## config.mk

```make
export PLATFORM = sky130hd
export DESIGN_NAME = sac_adc_ctrl
export DESIGN_NICKNAME = d
export VERILOG_FILES = /design/src/sac_pkg.sv /design/src/sac_edge_detect.sv /design/src/sac_sar_step.sv /design/src/sac_adc_ctrl.sv
export SDC_FILE = /design/constraint.sdc
export NUM_CORES = 1
export LEC_CHECK = 0
export BUFFER_PORTS_ARGS = -buffer_cell sky130_fd_sc_hd__buf_2
export CAP_MARGIN = 40
export CORE_MARGIN = 2
export CORE_UTILIZATION = 52
export CTS_CLUSTER_DIAMETER = 100
export DETAILED_ROUTE_END_ITERATION = 7
export HOLD_SLACK_MARGIN = 0.02
export PLACE_DENSITY_LB_ADDON = 0.05
export SETUP_SLACK_MARGIN = 0.2
export SYNTH_ARGS = -nofsm -noshare
export SYNTH_HDL_FRONTEND = slang
export SYNTH_HIERARCHICAL = 1
export SYNTH_SLANG_ARGS = --single-unit
```

## constraint.sdc

```tcl
create_clock -name core_clk_in -period 3.3 [get_ports core_clk_in]
set_clock_uncertainty 0.1 [all_clocks]
set_input_delay 0.33 -clock core_clk_in [delete_from_list [all_inputs] [get_ports core_clk_in]]
set_output_delay 0.33 -clock core_clk_in [all_outputs]
set_load 0.03 [all_outputs]
```

## src/sac_pkg.sv

```systemverilog
package sac_pkg;
   // ---------------------------------------------------------------
   // register addresses (16-bit special function register space)
   // ---------------------------------------------------------------
   localparam logic [15:0] ADDR_RISE_EN = 16'hff48;
   localparam logic [15:0] ADDR_FALL_EN = 16'hff49;
   localparam logic [15:0] ADDR_MODE = 16'hff80;
   localparam logic [15:0] ADDR_CHAN = 16'hff81;
   localparam logic [15:0] ADDR_RESULT = 16'hff17;
   // ---------------------------------------------------------------
   // field positions and reset values
   // ---------------------------------------------------------------
   localparam int MODE_ENABLE_BIT = 7;
   localparam int MODE_SOURCE_BIT = 6;
   localparam int MODE_TIME_LSB = 3;
   localparam int MODE_EDGE_LSB = 1;
   localparam logic [7:0] MODE_WMASK = 8'hfe;
   localparam logic [7:0] CHAN_WMASK = 8'h07;
   localparam logic [7:0] EDGE_WMASK = 8'h0f;
   localparam logic [7:0] REG_RESET = 8'h00;
   // ---------------------------------------------------------------
   // conversion lengths in main-clock periods
   // ---------------------------------------------------------------
   localparam logic [7:0] CONV_LEN_000 = 8'h90;
   localparam logic [7:0] CONV_LEN_001 = 8'h78;
   localparam logic [7:0] CONV_LEN_010 = 8'h60;
   localparam logic [7:0] CONV_LEN_100 = 8'h48;
   localparam logic [7:0] CONV_LEN_101 = 8'h3c;
   localparam logic [7:0] CONV_LEN_110 = 8'h30;
   localparam logic [7:0] CONV_LEN_BAD = 8'h00;
   // one extra slot ahead of the eight trials samples the input; the result latches as the last trial resolves
   localparam int SAR_BITS = 8;

   typedef enum logic [1:0] {
      SAC_IDLE,
      SAC_WAIT,
      SAC_CONV
   } sac_state_e;

   typedef struct packed {
      logic       enable;
      logic       source;
      logic [2:0] time_sel;
      logic [1:0] edge_sel;
   } sac_mode_s;

   typedef struct packed {
      logic        wr;
      logic        rd;
      logic [15:0] addr;
      logic [7:0]  wdata;
   } sac_bus_s;
endpackage

```

## src/sac_edge_detect.sv

```systemverilog
module sac_edge_detect (
   // clock and reset
   input wire logic core_clk_in,
   input wire logic rstn_in,
   // pin and selection
   input wire logic pin_in,
   input wire logic rise_en_in,
   input wire logic fall_en_in,
   // event
   output logic edge_out
);
   logic meta_ff, sync_ff, last_ff;
   logic nxt_meta, nxt_sync, nxt_last;

   always_comb begin
      nxt_meta = pin_in;
      nxt_sync = meta_ff;
      nxt_last = sync_ff;
   end

   always_ff @(posedge core_clk_in) begin
      if (!rstn_in) begin
         meta_ff <= 1'b0;
         sync_ff <= 1'b0;
         last_ff <= 1'b0;
      end else begin
         meta_ff <= nxt_meta;
         sync_ff <= nxt_sync;
         last_ff <= nxt_last;
      end
   end

   // only the second stage and its delayed copy are compared
   assign edge_out = (rise_en_in & sync_ff & ~last_ff) | (fall_en_in & ~sync_ff & last_ff);
endmodule // sac_edge_detect

```

## src/sac_sar_step.sv

```systemverilog
module sac_sar_step (
   // current approximation and comparator
   input wire logic [7:0] sar_in,
   input wire logic [2:0] bit_idx_in,
   input wire logic cmp_ge_in,
   // next approximation
   output logic [7:0] sar_out
);
   always_comb begin
      sar_out = sar_in;
      sar_out[bit_idx_in] = cmp_ge_in;
      if (bit_idx_in != 3'h0) begin
         sar_out[bit_idx_in - 3'h1] = 1'b1;
      end
   end
endmodule // sac_sar_step

```

## src/sac_adc_ctrl.sv

```systemverilog
// How it works
// - mode bit 7 clear stops everything; set lets conversions run
// - mode bit 6 picks software start (0) or trigger start (1)
// - time field codes give 144,120,96,72,60,48 clocks; others prohibited; nine whole slots here give 144,117,90,72,54,45
// - mode bits 2:1 pick none, falling, rising or both trigger edges
// - channel low three bits pick input n; upper bits read zero
// - rise/fall enable bit pairs pick edges for four interrupt pins
// - reset clears mode, channel, both edge registers and the result
// - approximation resolved bit 7 down to 0, each trial bit set first
// - trial bit stays 1 when input at or above tap, else cleared
// - after eight steps result is latched and interrupt raised together
// - trigger mode waits idle for a selected edge, then converts
// - each trigger edge seen while waiting gives exactly one conversion, then waits again
// - trigger mode channel write aborts conversion and waits for a trigger
// - software mode converts at once and repeats back to back
// - software mode channel write restarts on the new input
// - mode write with enable clear halts conversion with no result
// - any mode or channel write resets the sequencer, restarting if enabled
// - result read colliding with update returns old value first
// - trigger edges during a conversion, latch step included, are ignored
// - mode or channel write colliding with result update wins; no result, no irq
// - result register is eight bits, read only, byte wide
module sac_adc_ctrl (
   // clock and reset
   input wire logic core_clk_in,
   input wire logic rstn_in,
   // register port
   input wire logic reg_wr_in,
   input wire logic reg_rd_in,
   input wire logic [15:0] reg_addr_in,
   input wire logic [7:0] reg_wdata_in,
   output logic [7:0] reg_rdata_out,
   // analog front end
   input wire logic cmp_ge_in,
   output logic [7:0] tap_code_out,
   output logic [2:0] chan_sel_out,
   output logic sample_out,
   output logic converting_out,
   // trigger and interrupt pins
   input wire logic ext_conv_trigger_in,
   output logic conv_end_irq_out,
   output logic [3:0] rise_enable_bit_out,
   output logic [3:0] fall_enable_bit_out
);
   // ---------------------------------------------------------------
   // register file
   // ---------------------------------------------------------------
   logic [7:0] mode_ff, chan_ff, rise_ff, fall_ff, result_ff, rdata_ff;
   logic [7:0] nxt_mode, nxt_chan, nxt_rise, nxt_fall, nxt_result, nxt_rdata;
   sac_pkg::sac_mode_s mode;
   sac_pkg::sac_bus_s bus;
   logic wr_mode, wr_chan, ctrl_write, wr_rise, wr_fall;

   assign bus = '{wr: reg_wr_in, rd: reg_rd_in, addr: reg_addr_in, wdata: reg_wdata_in};
   assign mode = '{enable: mode_ff[sac_pkg::MODE_ENABLE_BIT],
                   source: mode_ff[sac_pkg::MODE_SOURCE_BIT],
                   time_sel: mode_ff[sac_pkg::MODE_TIME_LSB +: 3],
                   edge_sel: mode_ff[sac_pkg::MODE_EDGE_LSB +: 2]};

   // ---------------------------------------------------------------
   // address decode
   // ---------------------------------------------------------------
   assign wr_mode = bus.wr && bus.addr == sac_pkg::ADDR_MODE;
   assign wr_chan = bus.wr && bus.addr == sac_pkg::ADDR_CHAN;
   assign wr_rise = bus.wr && bus.addr == sac_pkg::ADDR_RISE_EN;
   assign wr_fall = bus.wr && bus.addr == sac_pkg::ADDR_FALL_EN;
   assign ctrl_write = wr_mode | wr_chan;

   // conversion length from the time field; prohibited codes give zero
   function automatic logic [7:0] conv_len(input logic [2:0] code);
      unique case (code)
         3'h0: conv_len = sac_pkg::CONV_LEN_000;
         3'h1: conv_len = sac_pkg::CONV_LEN_001;
         3'h2: conv_len = sac_pkg::CONV_LEN_010;
         3'h4: conv_len = sac_pkg::CONV_LEN_100;
         3'h5: conv_len = sac_pkg::CONV_LEN_101;
         3'h6: conv_len = sac_pkg::CONV_LEN_110;
         default: conv_len = sac_pkg::CONV_LEN_BAD;
      endcase
   endfunction

   // slot length: the total split into sampling plus eight trials
   // a prohibited code runs the longest setting rather than hanging
   function automatic logic [7:0] step_of(input logic [2:0] code);
      logic [7:0] total;
      total = conv_len(code);
      if (total == sac_pkg::CONV_LEN_BAD) begin
         total = sac_pkg::CONV_LEN_000;
      end
      return total / 8'(sac_pkg::SAR_BITS + 1);
   endfunction

   // ---------------------------------------------------------------
   // sequencer
   // ---------------------------------------------------------------
   sac_pkg::sac_state_e state_ff, nxt_state;
   logic [7:0] sar_ff, nxt_sar, sar_step;
   logic [7:0] cnt_ff, nxt_cnt;
   logic [2:0] bit_ff, nxt_bit;
   logic [7:0] step_len, wr_step_len;
   logic irq_ff, nxt_irq;
   logic trig_edge, last_step, step_tick, done;

   // ---------------------------------------------------------------
   // trigger pin and trial step
   // ---------------------------------------------------------------
   sac_edge_detect u_trig (
      .core_clk_in(core_clk_in),
      .rstn_in(rstn_in),
      .pin_in(ext_conv_trigger_in),
      .rise_en_in(mode.edge_sel[1]),
      .fall_en_in(mode.edge_sel[0]),
      .edge_out(trig_edge)
   );

   sac_sar_step u_step (
      .sar_in(sar_ff),
      .bit_idx_in(bit_ff),
      .cmp_ge_in(cmp_ge_in),
      .sar_out(sar_step)
   );

   // a mode write restarts with its new time field, not the old one
   assign step_len = step_of(mode.time_sel);
   assign wr_step_len = step_of(bus.wdata[sac_pkg::MODE_TIME_LSB +: 3]);
   assign step_tick = (cnt_ff == 8'h00);
   assign last_step = (bit_ff == 3'h0);
   // completion is a cycle where the last trial resolves
   assign done = (state_ff == sac_pkg::SAC_CONV) && step_tick && last_step && !sample_out;

   logic sample_ff, nxt_sample;
   assign sample_out = sample_ff;

   // ---------------------------------------------------------------
   // next-state logic
   // ---------------------------------------------------------------
   always_comb begin
      nxt_state = state_ff;
      nxt_sar = sar_ff;
      nxt_cnt = cnt_ff;
      nxt_bit = bit_ff;
      nxt_sample = sample_ff;
      nxt_irq = 1'b0;
      nxt_result = result_ff;
      unique case (state_ff)
         sac_pkg::SAC_IDLE: begin
            if (mode.enable) begin
               nxt_state = mode.source ? sac_pkg::SAC_WAIT : sac_pkg::SAC_CONV;
            end
         end
         sac_pkg::SAC_WAIT: begin
            if (trig_edge) begin
               nxt_state = sac_pkg::SAC_CONV;
            end
         end
         sac_pkg::SAC_CONV: begin
            // trigger edges are not looked at here
            if (step_tick) begin
               nxt_cnt = step_len - 8'h01;
               if (sample_ff) begin
                  nxt_sample = 1'b0;
                  nxt_sar = 8'h80;
                  nxt_bit = 3'h7;
               end else begin
                  nxt_sar = sar_step;
                  nxt_bit = bit_ff - 3'h1;
               end
            end else begin
               nxt_cnt = cnt_ff - 8'h01;
            end
            if (done) begin
               nxt_result = sar_step;
               nxt_irq = 1'b1;
               // back to back in software mode, one shot in trigger mode
               nxt_state = mode.source ? sac_pkg::SAC_WAIT : sac_pkg::SAC_CONV;
            end
         end
         default: nxt_state = sac_pkg::SAC_IDLE;
      endcase
      // entering a conversion from anywhere starts with sampling
      if (nxt_state == sac_pkg::SAC_CONV && (state_ff != sac_pkg::SAC_CONV || done)) begin
         nxt_sample = 1'b1;
         nxt_cnt = step_len - 8'h01;
         nxt_sar = 8'h00;
         nxt_bit = 3'h7;
      end
      // control writes dominate: abort, drop any result, restart from scratch
      if (ctrl_write) begin
         nxt_result = result_ff;
         nxt_irq = 1'b0;
         nxt_sar = 8'h00;
         nxt_bit = 3'h7;
         nxt_sample = 1'b1;
         nxt_cnt = (wr_mode ? wr_step_len : step_len) - 8'h01;
         if (wr_mode && !bus.wdata[sac_pkg::MODE_ENABLE_BIT]) begin
            nxt_state = sac_pkg::SAC_IDLE;
         end else if (wr_mode) begin
            nxt_state = bus.wdata[sac_pkg::MODE_SOURCE_BIT] ? sac_pkg::SAC_WAIT
                                                             : sac_pkg::SAC_CONV;
         end else if (mode.enable) begin
            nxt_state = mode.source ? sac_pkg::SAC_WAIT : sac_pkg::SAC_CONV;
         end else begin
            nxt_state = sac_pkg::SAC_IDLE;
         end
      end
      if (!mode.enable && !wr_mode) begin
         nxt_state = sac_pkg::SAC_IDLE;
      end
      // outside a conversion the front end tracks its input
      if (nxt_state != sac_pkg::SAC_CONV) begin
         nxt_sample = 1'b1;
      end
   end

   always_ff @(posedge core_clk_in) begin
      if (!rstn_in) begin
         state_ff <= sac_pkg::SAC_IDLE;
         sar_ff <= 8'h00;
         cnt_ff <= 8'h00;
         bit_ff <= 3'h7;
         sample_ff <= 1'b1;
         irq_ff <= 1'b0;
         result_ff <= sac_pkg::REG_RESET;
      end else begin
         state_ff <= nxt_state;
         sar_ff <= nxt_sar;
         cnt_ff <= nxt_cnt;
         bit_ff <= nxt_bit;
         sample_ff <= nxt_sample;
         irq_ff <= nxt_irq;
         result_ff <= nxt_result;
      end
   end

   // ---------------------------------------------------------------
   // register writes and reads
   // ---------------------------------------------------------------
   always_comb begin
      nxt_mode = mode_ff;
      nxt_chan = chan_ff;
      nxt_rise = rise_ff;
      nxt_fall = fall_ff;
      if (wr_mode) begin
         nxt_mode = bus.wdata & sac_pkg::MODE_WMASK;
      end
      if (wr_chan) begin
         nxt_chan = bus.wdata & sac_pkg::CHAN_WMASK;
      end
      if (wr_rise) begin
         nxt_rise = bus.wdata & sac_pkg::EDGE_WMASK;
      end
      if (wr_fall) begin
         nxt_fall = bus.wdata & sac_pkg::EDGE_WMASK;
      end
   end

   always_ff @(posedge core_clk_in) begin
      if (!rstn_in) begin
         mode_ff <= sac_pkg::REG_RESET;
         chan_ff <= sac_pkg::REG_RESET;
         rise_ff <= sac_pkg::REG_RESET;
         fall_ff <= sac_pkg::REG_RESET;
      end else begin
         mode_ff <= nxt_mode;
         chan_ff <= nxt_chan;
         rise_ff <= nxt_rise;
         fall_ff <= nxt_fall;
      end
   end

   // ---------------------------------------------------------------
   // read port
   // ---------------------------------------------------------------
   // read data sampled from the register before this edge's update
   always_comb begin
      nxt_rdata = rdata_ff;
      if (bus.rd) begin
         unique case (bus.addr)
            sac_pkg::ADDR_MODE: nxt_rdata = mode_ff;
            sac_pkg::ADDR_CHAN: nxt_rdata = chan_ff;
            sac_pkg::ADDR_RISE_EN: nxt_rdata = rise_ff;
            sac_pkg::ADDR_FALL_EN: nxt_rdata = fall_ff;
            sac_pkg::ADDR_RESULT: nxt_rdata = result_ff;
            default: nxt_rdata = 8'h00;
         endcase
      end
   end

   always_ff @(posedge core_clk_in) begin
      if (!rstn_in) begin
         rdata_ff <= 8'h00;
      end else begin
         rdata_ff <= nxt_rdata;
      end
   end

   // ---------------------------------------------------------------
   // outputs
   // ---------------------------------------------------------------
   assign reg_rdata_out = rdata_ff;
   assign tap_code_out = sar_ff;
   assign chan_sel_out = chan_ff[2:0];
   assign converting_out = (state_ff == sac_pkg::SAC_CONV);
   assign conv_end_irq_out = irq_ff;
   assign rise_enable_bit_out = rise_ff[3:0];
   assign fall_enable_bit_out = fall_ff[3:0];
endmodule // sac_adc_ctrl

```

Word-level counts from Yosys, hierarchy flattened
Cells that the tools add are included.
{"block": "word_totals", "mem_count": 0, "regBits": 60, "latch_bits": 0, "in_bits": 30, "word_cells": 118, "ram_bits": 0, "output_inout_bits": 30, "mem_bits_ro": 0}
{"block": "op_classes", "div_mod_pow": 2, "mul": 0, "eq_ne": 20, "reduce_logical": 31, "shift": 0, "add_sub_neg": 4, "n_lt_le_gt_ge": 4, "bitwise": 12, "muxes": 30}
{"cell": "case mux 8 bit (6 select lines)", "count": 2}
{"cell": "equality test 16 bit, second input constant", "count": 5}
{"cell": "2-to-1 mux 8 bit", "count": 9}
{"cell": "case mux 8 bit (5 select lines)", "count": 1}
{"cell": "zero test 8 bit", "count": 3}
{"cell": "subtractor 8 x 1 -> 8 bit, second input constant", "count": 3}
{"cell": "2-to-1 mux 2 bit", "count": 10}
{"cell": "equality test 3 bit, second input constant", "count": 6}
{"cell": "divider 8 x 4 -> 8 bit, second input constant", "count": 2}
{"cell": "logical AND 1 bit", "count": 12}
{"cell": "zero test 3 bit", "count": 3}
{"cell": "bitwise mux 8 bit", "count": 1}
{"cell": "< comparator 3 x 4 -> 1 bit, second input constant", "count": 2}
{"cell": "OR 8 bit", "count": 1}
{"cell": "demux 1 bit (select 3 bit)", "count": 2}
{"cell": "equality test 3 x 1 -> 1 bit, second input constant", "count": 2}
{"cell": "equality test 3 x 2 -> 1 bit, second input constant", "count": 2}
{"cell": ">= comparator 3 x 1 -> 1 bit, second input constant", "count": 2}
{"cell": "case mux 2 bit (3 select lines)", "count": 1}
{"cell": "nonzero test 3 bit", "count": 2}
{"cell": "OR reduction 3 bit", "count": 2}
{"cell": "NOT 1 bit", "count": 5}
{"cell": "AND 1 bit", "count": 4}
{"cell": "equality test 2 bit, second input constant", "count": 2}
{"cell": "12 further kinds", "count": 19}

Longest topological paths before layout
Gate-level depths: netlist of the first run.
{"block": "logic_depth", "depth_word": 10, "depth_mapped": 18}

Modules after synthesis
Netlist of the first run, hierarchy kept.
{"mod": "sac_adc_ctrl", "n_inst": 1, "area_each_um2": 3409.5, "seq_area_each_um2": 1141.1, "cells_each": 424}
{"mod": "sac_sar_step", "n_inst": 1, "area_each_um2": 310.3, "seq_area_each_um2": 0.0, "cells_each": 41}
{"mod": "sac_edge_detect", "n_inst": 1, "area_each_um2": 93.8, "seq_area_each_um2": 60.1, "cells_each": 9}

Worst setup path after synthesis of the first run
Ideal clock, no wire load.
{"block": "synth_path", "path_kind": "reg2reg", "start": "register mode_ff[3]", "end": "register cnt_ff[4]", "path_slack_ns": 0.038, "t_required_ns": 3.130, "stages_incl_launch_ff": 18, "setup_ns": 0.070, "t_arrival_ns": 3.093, "cell_sequence": "dfxtp_1 -> buf_2 -> nor2b_1 -> nand2_1 -> inv_1 -> nor2_1 -> ha_1 -> nand2_1 -> a21oi_1 -> ha_1 -> nor2b_1 -> a2111oi_0 -> a221oi_1 -> a21o_1 -> ha_1 -> a2111oi_2 -> a21oi_1 -> a21oi_1"}
{"block": "synth_between", "elab_chain_cells": 10}
{"element": "start, declared", "line": "sac_adc_ctrl.sv:48", "text": "logic [7:0] mode_ff, chan_ff, rise_ff, fall_ff, result_ff, rdata_ff;"}
{"element": "start signal, assigned", "line": "sac_adc_ctrl.sv:259", "text": "mode_ff <= sac_pkg::REG_RESET;"}
{"element": "start signal, assigned", "line": "sac_adc_ctrl.sv:264", "text": "mode_ff <= nxt_mode;"}
{"element": "equality test 3 bit, or another cell as far along", "line": "sac_adc_ctrl.sv:71", "text": "unique case (code)"}
{"element": "case mux 8 bit (6 select lines) *", "line": "sac_adc_ctrl.sv:71"}
{"element": "zero test 8 bit", "line": "sac_adc_ctrl.sv:87", "text": "if (total == sac_pkg::CONV_LEN_BAD) begin"}
{"element": "2-to-1 mux 8 bit *", "line": "sac_adc_ctrl.sv:87"}
{"element": "divider 8 x 4 -> 8 bit *", "line": "sac_adc_ctrl.sv:90", "text": "return total / 8'(sac_pkg::SAR_BITS + 1);"}
{"element": "subtractor 8 x 1 -> 8 bit", "line": "sac_adc_ctrl.sv:159, sac_adc_ctrl.sv:183"}
{"element": "2-to-1 mux 8 bit", "line": "sac_adc_ctrl.sv:158", "text": "if (step_tick) begin"}
{"element": "2-to-1 mux 8 bit", "line": "sac_adc_ctrl.sv:145", "text": "unique case (state_ff)"}
{"element": "2-to-1 mux 8 bit", "line": "sac_adc_ctrl.sv:181", "text": "if (nxt_state == sac_pkg::SAC_CONV && (state_ff != sac_pkg::SAC_CONV || done)) begin"}
{"element": "2-to-1 mux 8 bit *", "line": "sac_adc_ctrl.sv:188", "text": "if (ctrl_write) begin"}
{"element": "end signal, assigned", "line": "sac_adc_ctrl.sv:227", "text": "cnt_ff <= nxt_cnt;"}
{"element": "end, declared", "line": "sac_adc_ctrl.sv:98", "text": "logic [7:0] cnt_ff, nxt_cnt;"}
Every way passes the cells marked *; elsewhere a longest branch is shown, timed or not. The select of a mux whose other input is x is not followed.
A chain may end at the register's enable or synchronous reset.

Final worst setup path of the first run
{"block": "layout_path", "start": "register mode_ff[3]", "end": "register cnt_ff[2]"}
The elaborated chain is that of the path after synthesis.

==> results.txt, run 1 <==
----------------------------------------------------
[Worst hold path]
  Number of cells traversed by the worst hold path ... 2
  Kind of path behind the tightest hold check ... primary input to register
  Hold Crit Start ... ext_conv_trigger_in
  Endpoint, Worst Hold ... u_trig/meta_ff

[Power]
  Leakage power ... 1.78 nW
  Design Power ... 1.46 mW
  Maximum vdd ir drop ... 0.000220 V
  Power per Cell Area ... 324 nW/um^2

[Critical path]
  Cell chain of the critical path ... nor2b_4, nand2_2, inv_2, nor2_2, ha_4, nand2_2, a21oi_1, ha_1, nor2b_4, a2111oi_4, a221oi_4, a21o_1, ha_2, xnor2_1, o21ai_0, a21oi_1
  Arrival @ worst endpoint ... 3.24 ns
  Reg-to-reg startpoint ... mode_ff[3]
  Data required, critical path ... 3.48 ns
  Crit path kind ... register to register
  Largest stage delay, worst path ... 0.37 ns
  Minimum setup slack among reg-to-reg paths ... 0.25 ns
  Startpoint type of the worst setup path ... register
  Crit Path Max Fanout ... 5
  CP endpoint kind ... register
  Cell with the biggest individual delay on the critical path ... dfxtp_4
  FF-to-FF End ... cnt_ff[2]
  Number of cells on the worst reg-to-reg path ... 16

[Drt]
  Starting DRT DRC Count ... 171
  Total Wirelength ... 9.96 mm
  DRC errors left ... 0
  Vias/cell ... 5.89
  Routed via count ... 3726
  First-pass DRT Iterations ... 5
  Antenna-violating nets left ... 0
  Mean routed wirelength per cell ... 15.7 um

[Placement]
  Post-place instance area ... 4180 sq um
  Gpl congestion ... 0.896
  Number of buffer cells added on primary ports ... 59
  Estimated wirelength of the detail-placed design ... 7.11 mm
  Placed Instances ... 612

[Timing]
  Final critical-path required period ... 3.05 ns
  Final count of hold timing violations ... 0
  Relative slew slack ... 59.9%
  Maximum frequency from static timing analysis ... 327 MHz
  Max-slew violations ... 0
  Actual slew at the worst max-slew pin ... 0.601 ns
  RSZ-0062 raised after global routing ... false
  Final setup violation count ... 0
  Fraction of the cycle the final worst path needs ... 92.6%

[Global route]
  Vias in the first global route ... 3211
  Initial antenna violation count ... 0
  First-pass GRT wire length ... 15.4 mm
  Global-route usage over all layers ... 24.5%
  Total grt overflow ... 0
  Maximum number of pins on one net before global-route repair ... 41

[Clock network]
  Clock tree sinks ... 60
  H-Tree Depth ... 3
  Clock slew seen by the registers of the worst setup and hold paths ... 0.08 ns
  Clock root cell ... clkbuf_8
  Number of buffers inserted during clock tree synthesis ... 9
  Maximum number of buffers from clock root to sink ... 2
  Clock latency on the worst-skew pair ... 0.35 ns
  CTS tree ... done
  Hold-fix buffer count after cts ... 0

[Die]
  Core ar. ... 7180 sq um
  Starting density of the core ... 53.1%
  Die ar. ... 8040 sq um
  Boundary Pins ... 60
  Die W ... 89.6 um
  Vert. Die Dim ... 89.6 um
  Std cell rows ... 31

[Layout]
  Fraction of layout instances using a drive strength above 1 ... 24.9%
  Synthesis-to-layout area growth ... 18.3%
  Sequential cell area ... 1210 sq um
  Final Non-Filler Cells ... 633
  Summed area of non-filler cells in the final layout ... 4510 sq um
  Nets ... 570
  FILL cells ... 683
  Area taken by multi-input logic gates ... 2550 sq um
  ANT cells ... 0

[Synth]
  Yosys Warn Count ... 6
  Synthesis-stage register bit count ... 60
  Netlist area before placement ... 3810 sq um
  Post-synthesis cell count ... 474
  Distinct cells, synth ... 80
  Number of enable flip-flop cells after synthesis ... 0
  Proportion of synthesized chip area in sequential cells ... 31.5%
  Mapped Avg Cell Area ... 8.05 sq um
  Total nets after synthesis ... 515
  Share of async-settable or async-resettable flops after synthesis ... 0%
  Most common flop cell mapped by yosys ... dfxtp_1

[Status]
  Outcome ... finished clean

[Run]
  Count of max-cap constraint violations ... 0

----------------------------------------------------
==> worst max-delay path by stage <==
stage               cells past startpoint        end            start  slack (ns)
finish                                 16  cnt_ff[2]       mode_ff[3]        0.25
global route                           16  cnt_ff[2]       mode_ff[3]        0.12
CTS                                    16  cnt_ff[4]       mode_ff[3]        0.21
detailed placement                     16  cnt_ff[4]       mode_ff[3]       -0.06
global placement                       16  cnt_ff[4]       mode_ff[3]        0.14
floorplan                              18  cnt_ff[4]  reg_wdata_in[3]        0.21
==> synthesized netlist by cell type (3+ instances only) <==
cell type  instances  area share, %
buf_2             11            1.4
o21ai_0           22            2.9
nand2_1           63            6.2
inv_1             14            1.4
nand3b_1           4           0.79
o21ai_1            5           0.66
or3_1              3           0.49
mux2i_1           13            3.4
nor3b_1           12            2.4
a21o_1             3           0.59
nand3_1           21            2.8
nand4_1            4           0.66
a22oi_1            6            1.2
o22ai_1           11            1.8
nor3_1             7           0.92
clkbuf_1          15            1.5
xor2_1             3           0.69
a21oi_1           19            2.5
a222oi_1           3           0.79
nor2_1            34            3.3
a31oi_1            6           0.98
nand2b_1          11            1.8
a21boi_1           8            1.6
and2_1             9            1.5
nor2b_1           11            1.8
and3_1             5           0.82
a21boi_0          17            3.3
dfxtp_1           60             31
and4_1             3           0.69
ha_1              11            3.6
==> worst max-delay path, delay by kind of cell (launching register included) <==
family          cells  cell delay, ns
fa+ha+maj           3            0.73
xor+xnor            1            0.23
flops               1            0.37
compound gates      6            0.94
simple gates        5            0.51
buf+inv             1            0.08
==> flip-flops by register name (all words and copies together), names as in the netlist, 2 cells and up <==
| signal | flops |
|---|---|
| result_ff | 8 |
| reg_rdata_out | 8 |
| fall_ff | 4 |
| state_ff | 2 |
| tap_code_out | 8 |
| bit_ff | 3 |
| rise_ff | 4 |
| mode_ff | 7 |
| chan_ff | 3 |
| cnt_ff | 8 |
==> repair_timing <==
action	CTS	global route
endpoints found under the setup margin	3	3
pin swaps	4	10
gates resized for setup	6	20
hold endpoints to repair	0	0
setup buffers	2	3
==> placed cells by master, fill, tap and decap left out, drive strengths merged, types with 4 or more instances in the layout <==
cell type / instances
a21boi: 25
a21oi: 20
a22oi: 7
a31oi: 6
and2: 10
and3: 6
buf: 72
clkbuf: 10
dfxtp: 60
ha: 11
inv: 16
mux2i: 13
nand2: 65
nand2b: 11
nand3: 22
nand3b: 4
nand4: 6
nor2: 36
nor2b: 11
nor3: 9
nor3b: 14
o21ai: 27
o22ai: 11
==> kinds of logic (layout without fill, tap and decap cells) <==
kind of cell    Yosys count  in the layout  synth area share [%]
buf+inv                  43            103                  4.79
xor+xnor                  6              6                  1.58
fa+ha+maj                11             11                  3.61
mux                      15             15                  4.00
flops                    60             60                  31.5
simple gates            210            210                  30.7
compound gates          129            129                  23.9
==> per-layer routing <==
layer  share of wire (%)  track usage, %  vias to the layer above
li1                    -               -                     1836
met1                  47            33.9                     1758
met2                  46            39.0                      117
met3                 5.2            5.76                       15
met4                 1.5            5.56                        0
met5                   0               0                        -
==> stage by stage <==
stage | hold WS (ns) | TNS (ns) | setup WS (ns) | util [%]
3_5_place_dp | 0.332 | -0.0593 | -0.0593 | 58.3
2_1_floorplan | 0.312 | 0 | 0.210 | -
5_1_grt | 0.0773 | 0 | 0.115 | 62.9
4_1_cts | 0.0752 | 0 | 0.207 | 61.2
6_report | 0.0793 | 0 | 0.245 | 62.9
3_3_place_gp | 0.321 | 0 | 0.144 | 58.3
==> where the power goes <==
| group | switching [mW] | total [mW] | internal (mW) |
|---|---|---|---|
| clock | 0.326 | 0.605 | 0.278 |
| sequential | 0.00243 | 0.729 | 0.726 |
| combinational | 0.0754 | 0.128 | 0.0529 |
==> final cells by class <==
cell class	instances	area share, %
sequential	60	26.7
timing repair buffer	72	8.79
inverter	15	1.25
clock buffer	10	2.83
multi-input combinational	371	56.6
clock inverter	6	1.11
tap	99	2.74
No activity file was read; power rests on OpenSTA's default activity.
==> inputs of run 2 (changes only) <==
- PLACE_DENSITY: unset -> 0.8
- PLACE_DENSITY_LB_ADDON: 0.05 -> unset
==> run 2 against run 1 <==
Global-route usage grew 2.5 points. Total power grew 10%. Worst setup slack lost 0.037 ns. Clock power grew 24%. Hold slack gained 0.0030 ns. Maximum frequency shrank 1.2%. Sequential cell count is the same. Sequential share of layout area shrank 0.29 points. Clock-buffer cell count grew 2. Critical path type unchanged. Critical endpoint is now cnt_ff[4].
==> results.txt, run 2 (synthesis gave the netlist of run 1 again) <==
----------------------------------------------------
[Status]
  Outcome ... finished clean

[Global route]
  Global-route usage over all layers ... 27.0% (+2.5 points)
  Initial antenna violation count ... 0 (unchanged)
  Vias in the first global route ... 3512 (+9.4%)
  Total grt overflow ... 0 (unchanged)
  First-pass GRT wire length ... 17.0 mm (+10%)
  Maximum number of pins on one net before global-route repair ... 40 (-2.4%)

[Power]
  Maximum vdd ir drop ... 0.000290 V (+32%)
  Leakage power ... 1.82 nW (+2.2%)
  Power per Cell Area ... 353 nW/um^2 (+8.8%)

[Timing]
  RSZ-0062 raised after global routing ... true
  Fraction of the cycle the final worst path needs ... 93.7% (+1.1 points)
  Final critical-path required period ... 3.09 ns (+0.0372 ns)
  Final count of hold timing violations ... 0 (unchanged)
  Relative slew slack ... 57.9% (-2.0 points)
  Post-route worst hold slack ... 0.0823 ns (+0.00304 ns)
  Actual slew at the worst max-slew pin ... 0.631 ns (+0.0299 ns)
  Crit path setup slack, layout ... 0.208 ns (-0.0372 ns)
  Max-slew violations ... 0 (unchanged)
  Final setup violation count ... 0 (unchanged)
  Maximum frequency from static timing analysis ... 323 MHz (-1.2%)

[Die]
  Std cell rows ... 31 (unchanged)
  Die ar. ... 8040 sq um (unchanged)
  Die W ... 89.6 um (unchanged)
  Vert. Die Dim ... 89.6 um (unchanged)
  Boundary Pins ... 60 (unchanged)
  Starting density of the core ... 53.1% (unchanged)
  Core ar. ... 7180 sq um (unchanged)

[Placement]
  Number of buffer cells added on primary ports ... 59 (unchanged)
  Estimated wirelength of the detail-placed design ... 7.32 mm (+3.0%)
  Gpl congestion ... 0.946 (+5.6%)
  Placed Instances ... 612 (unchanged)
  Setup slack at placement ... -0.0629 ns (-0.00356 ns)

[Clock network]
  Clock latency on the worst-skew pair ... 0.34 ns (about the same)
  Maximum number of buffers from clock root to sink ... 2 (unchanged)
  Number of buffers inserted during clock tree synthesis ... 9 (unchanged)
  CTS tree ... done
  Clock tree sinks ... 60 (unchanged)
  Clock root cell ... clkbuf_8
  H-Tree Depth ... 3 (unchanged)
  Hold-fix buffer count after cts ... 0 (unchanged)
  Clock slew seen by the registers of the worst setup and hold paths ... 0.07 ns (about the same)

[Drt]
  DRC errors left ... 0 (unchanged)
  Antenna-violating nets left ... 0 (unchanged)
  Starting DRT DRC Count ... 268 (+57%)
  Routed via count ... 3827 (+2.7%)
  Vias/cell ... 6.03 (+2.4%)
  Total Wirelength ... 10.7 mm (+7.1%)
  First-pass DRT Iterations ... 5 (unchanged)
  Mean routed wirelength per cell ... 16.8 um (+6.8%)

[Layout]
  Fraction of layout instances using a drive strength above 1 ... 25.7% (+0.84 points)
  Most common cell after layout, fill and taps aside ... nand2_1
  Nets ... 572 (+0.35%)
  Final Non-Filler Cells ... 635 (+0.32%)
  ANT cells ... 0 (unchanged)
  Most frequent cells in the layout ... nand2_1 (61), buf_2 (58), dfxtp_1 (57)
  Synthesis-to-layout area growth ... 19.8%

[Critical path]
  CP endpoint kind ... register
  Cell with the biggest individual delay on the critical path ... dfxtp_2
  Cell chain of the critical path ... nor2b_4, nand2_2, inv_2, nor2_2, ha_4, nand2_2, a21oi_2, ha_1, nor2b_4, o22ai_2, a221oi_2, ha_2, nor2_1, mux2_4, a21oi_2, a21oi_1
  Worst Path Buf+Inv ... 1 (unchanged)
  Data required, critical path ... 3.43 ns (-0.05 ns)
  Crit Path Max Fanout ... 6 (+1)
  Crit path kind ... register to register
  Cell class contributing the biggest share of worst-path delay ... adder cells
  Largest stage delay, worst path ... 0.43 ns (+0.06 ns)
  Arrival @ worst endpoint ... 3.22 ns (-0.02 ns)
  Startpoint type of the worst setup path ... register

[Worst hold path]
  Kind of path behind the tightest hold check ... primary input to register

[Run]
  Count of max-cap constraint violations ... 0 (unchanged)

----------------------------------------------------
==> run 2: changes by cell type in the layout (fill, tap and decap cells not counted), sizes merged <==
cell,change
clkinvlp,-1
clkinv,-2
clkbuf,+3
inv,-1
bufinv,+2
buf,+1
==> run 2: final cells by class <==
class | count | area (sq um)
Sequential cell | 60 | 1210
Inverter | 15 | 56.3
Clock inverter | 4 | 72.6
Timing Repair Buffer | 74 | 410
Tap cell | 99 | 124
Multi-Input combinational cell | 371 | 2550
Fill cell | 587 | 2610
Clock buffer | 12 | 145
==> run 2: final timing paths <==
path	startpoint	end	slack (ns)	cells after the start
worst max-delay path	mode_ff[4]	cnt_ff[4]	0.21	16
worst min-delay path	ext_conv_trigger_in	u_trig/meta_ff	0.08	2
worst max register to register	mode_ff[4]	cnt_ff[4]	0.21	16
worst min register to register	u_trig/meta_ff	u_trig/nxt_last	0.35	1
==> run 2: power by group <==
| part | internal (mW) | switching, mW | leakage (nW) |
|---|---|---|---|
| sequential | 0.727 | 0.00245 | 0.486 |
| clock | 0.445 | 0.303 | 0.107 |
| combinational | 0.0529 | 0.0799 | 1.23 |
| total | 1.22 | 0.385 | 1.82 |
==> run 2: timing repair <==
action	CTS	global route
endpoints found under the setup margin	3	3
gates cloned	0	0
hold endpoints to repair	0	0
resized for setup	11	17
setup buffers	4	3
pin swaps	5	13
==> run 2: metal layers <==
metal / wire length [um] / track usage, % / vias to the layer above
li1: - / - / 1837
met3: 726 / 4.94 / 25
met4: 225 / 9.23 / 0
met5: 0 / 0 / -
met1: 4610 / 34.6 / 1788
met2: 5100 / 45.7 / 177
==> run 2: stage by stage <==
step | total power, mW | util (%) | TNS [ns] | area [sq um]
after floorplan | 0.828 | - | 0 | 3830
after global placement | 0.869 | 58.3 | 0 | 4180
after detailed placement | 0.873 | 58.3 | -0.0629 | 4180
after CTS | 1.60 | 62.2 | 0 | 4460
after global routing | 1.66 | 63.6 | 0 | 4570
final | 1.61 | 63.6 | 0 | 4570
==> inputs of run 3 (changes only) <==
- PLACE_DENSITY: 0.8 -> 0.84
==> run 3 against run 2 <==
Routed wire length decreased by 6.4%. Clock-buffer cell count unchanged. Sequential share of layout area increased by 0.34 points. First-iteration DRC count decreased by 18%. Critical path type unchanged. Sequential cell count unchanged. Register-to-register slack got worse by 0.09 ns. Largest power group unchanged. Critical endpoint is now cnt_ff[1]. Highest routed layer unchanged. Global-route usage decreased by 1.5 points. Hold slack improved by 0.0057 ns. Utilization decreased by 0.99 points. Non-clock buffer count decreased by 5.
==> results.txt, run 3 (synthesis gave the netlist of run 1 again) <==
----------------------------------------------------
[Drt]
  Vias/cell ... 6.02 (-0.15%)
  DRC errors left ... 0 (unchanged)
  Routed via count ... 3791 (-0.94%)
  Mean routed wirelength per cell ... 15.8 um (-5.7%)
  Starting DRT DRC Count ... 219 (-18%)
  First-pass DRT Iterations ... 5 (unchanged)
  Total Wirelength ... 9.98 mm (-6.4%)
  Antenna-violating nets left ... 0 (unchanged)

[Critical path]
  CP endpoint kind ... register
  Number of cells on the worst reg-to-reg path ... 16 (unchanged)
  Data required, critical path ... 3.47 ns (+0.04 ns)
  Largest stage delay, worst path ... 0.35 ns (-0.08 ns)
  Startpoint type of the worst setup path ... register
  Arrival @ worst endpoint ... 3.35 ns (+0.13 ns)
  Cell class contributing the biggest share of worst-path delay ... compound AO/OA/AOI/OAI gates
  Reg-to-reg startpoint ... mode_ff[3]
  FF-to-FF End ... cnt_ff[1]
  Cell with the biggest individual delay on the critical path ... dfxtp_2
  Crit Path Max Fanout ... 5 (-1)
  Minimum setup slack among reg-to-reg paths ... 0.12 ns (-0.09 ns)
  Cell chain of the critical path ... nor2b_4, nand2_2, inv_2, nor2_2, ha_1, nor2_1, a21oi_2, ha_1, nor2b_4, o22ai_2, a221oi_2, buf_4, a21o_1, ha_4, o22a_1, a21boi_1
  Worst Path Buf+Inv ... 2 (+1)
  Crit path kind ... register to register

[Run]
  Count of max-cap constraint violations ... 0 (unchanged)

[Global route]
  Initial antenna violation count ... 0 (unchanged)
  Total grt overflow ... 0 (unchanged)
  First-pass GRT wire length ... 16.2 mm (-4.5%)
  Maximum number of pins on one net before global-route repair ... 40 (unchanged)
  Vias in the first global route ... 3527 (+0.43%)
  Global-route usage over all layers ... 25.5% (-1.5 points)

[Placement]
  Estimated wirelength of the detail-placed design ... 6.95 mm (-5.1%)
  Gpl congestion ... 0.887 (-6.2%)
  Number of buffer cells added on primary ports ... 59 (unchanged)
  Setup slack at placement ... -0.0638 ns (-0.000871 ns)

[Clock network]
  CTS tree ... done
  Clock root cell ... clkbuf_8
  Number of buffers inserted during clock tree synthesis ... 9 (unchanged)
  H-Tree Depth ... 3 (unchanged)
  Clock slew seen by the registers of the worst setup and hold paths ... 0.07 ns (about the same)
  Maximum number of buffers from clock root to sink ... 2 (unchanged)
  Clock latency on the worst-skew pair ... 0.34 ns (about the same)
  Hold-fix buffer count after cts ... 0 (unchanged)
  Clock tree sinks ... 60 (unchanged)

[Layout]
  Nets ... 567 (-0.87%)
  Sequential cell area ... 1200 sq um (-0.31%)
  FILL cells ... 593 (+1.0%)
  Synthesis-to-layout area growth ... 17.9%
  Post-route core utilization ... 62.7% (-0.99 points)
  ANT cells ... 0 (unchanged)
  Area taken by multi-input logic gates ... 2520 sq um (-1.1%)
  Fraction of layout instances using a drive strength above 1 ... 24.1% (-1.6 points)
  Most frequent cells in the layout ... nand2_1 (61), buf_2 (59), dfxtp_1 (58)
  Most common cell after layout, fill and taps aside ... nand2_1

[Status]
  Outcome ... finished clean

[Die]
  Std cell rows ... 31 (unchanged)
  Die ar. ... 8040 sq um (unchanged)
  Core ar. ... 7180 sq um (unchanged)
  Vert. Die Dim ... 89.6 um (unchanged)
  Starting density of the core ... 53.1% (unchanged)
  Boundary Pins ... 60 (unchanged)
  Die W ... 89.6 um (unchanged)

[Worst hold path]
  Hold Crit Start ... ext_conv_trigger_in
  Endpoint, Worst Hold ... u_trig/meta_ff
  Kind of path behind the tightest hold check ... primary input to register
  Number of cells traversed by the worst hold path ... 2 (unchanged)

[Timing]
  RSZ-0062 raised after global routing ... true
  Fraction of the cycle the final worst path needs ... 96.3% (+2.6 points)
  Maximum frequency from static timing analysis ... 315 MHz (-2.7%)
  Crit path setup slack, layout ... 0.121 ns (-0.0872 ns)
  Post-route worst hold slack ... 0.0880 ns (+0.00566 ns)
  Relative slew slack ... 58.7% (+0.84 points)
  Actual slew at the worst max-slew pin ... 0.618 ns (-0.0126 ns)
  Final count of hold timing violations ... 0 (unchanged)
  Final setup violation count ... 0 (unchanged)
  Final critical-path required period ... 3.18 ns (+0.0872 ns)
  Max-slew violations ... 0 (unchanged)

[Power]
  Leakage power ... 1.80 nW (-1.4%)
  Maximum vdd ir drop ... 0.000233 V (-20%)
  Power per Cell Area ... 357 nW/um^2 (+1.4%)

----------------------------------------------------
-- run 3: cell count changes in the layout (fill, tap and decap cells not counted), sizes merged --
cell / delta
buf: -4
clkbuf: -1
-- run 3: routing by layer --
| layer | routed length [um] | GRT usage (%) | vias up |
|---|---|---|---|
| li1 | - | - | 1818 |
| met1 | 4420 | 32.1 | 1792 |
| met2 | 4780 | 43.1 | 155 |
| met3 | 583 | 6.22 | 26 |
| met4 | 196 | 7.73 | 0 |
| met5 | 0 | 0 | - |
-- run 3: worst max path at each step --
| stage | from | to | slack [ns] | cells past startpoint |
|---|---|---|---|---|
| 3_5_place_dp | mode_ff[3] | cnt_ff[4] | -0.06 | 16 |
| 5_1_grt | mode_ff[3] | cnt_ff[1] | -0.02 | 16 |
| 4_1_cts | mode_ff[3] | cnt_ff[4] | 0.20 | 16 |
| 2_1_floorplan | reg_wdata_in[3] | cnt_ff[4] | 0.21 | 18 |
| 6_report | mode_ff[3] | cnt_ff[1] | 0.12 | 16 |
| 3_3_place_gp | reg_wdata_in[3] | cnt_ff[4] | 0.12 | 18 |
-- run 3: what timing repair did --
item / CTS / global route
setup endpoints to repair: 3 / 3
pin swaps: 4 / 13
buffers inserted: 2 / 2
gates resized for setup: 8 / 14
cloned: 0 / 0
-- run 3: power by group --
group | total, mW | internal, mW | switching (mW)
clock | 0.748 | 0.445 | 0.302
combinational | 0.129 | 0.0514 | 0.0774
sequential | 0.730 | 0.728 | 0.00266
total | 1.61 | 1.22 | 0.382
-- run 3: cell type report --
class	count	area share, %
Clock inverter	4	1.61
Clock buffer	12	3.23
Multi-Input combinational cell	371	56.1
Sequential cell	60	26.8
Inverter	15	1.25
Tap cell	99	2.76
Timing Repair Buffer	69	8.24
-- run 3: metrics by stage --
step	setup TNS (ns)	instance area, sq um	cells	total power [mW]
after floorplan	0	3830	474	0.828
after global placement	0	4170	610	0.866
after detailed placement	-0.0708	4170	610	0.871
after CTS	0	4420	628	1.60
after global routing	-0.0246	4500	630	1.65
final	0	4500	630	1.61
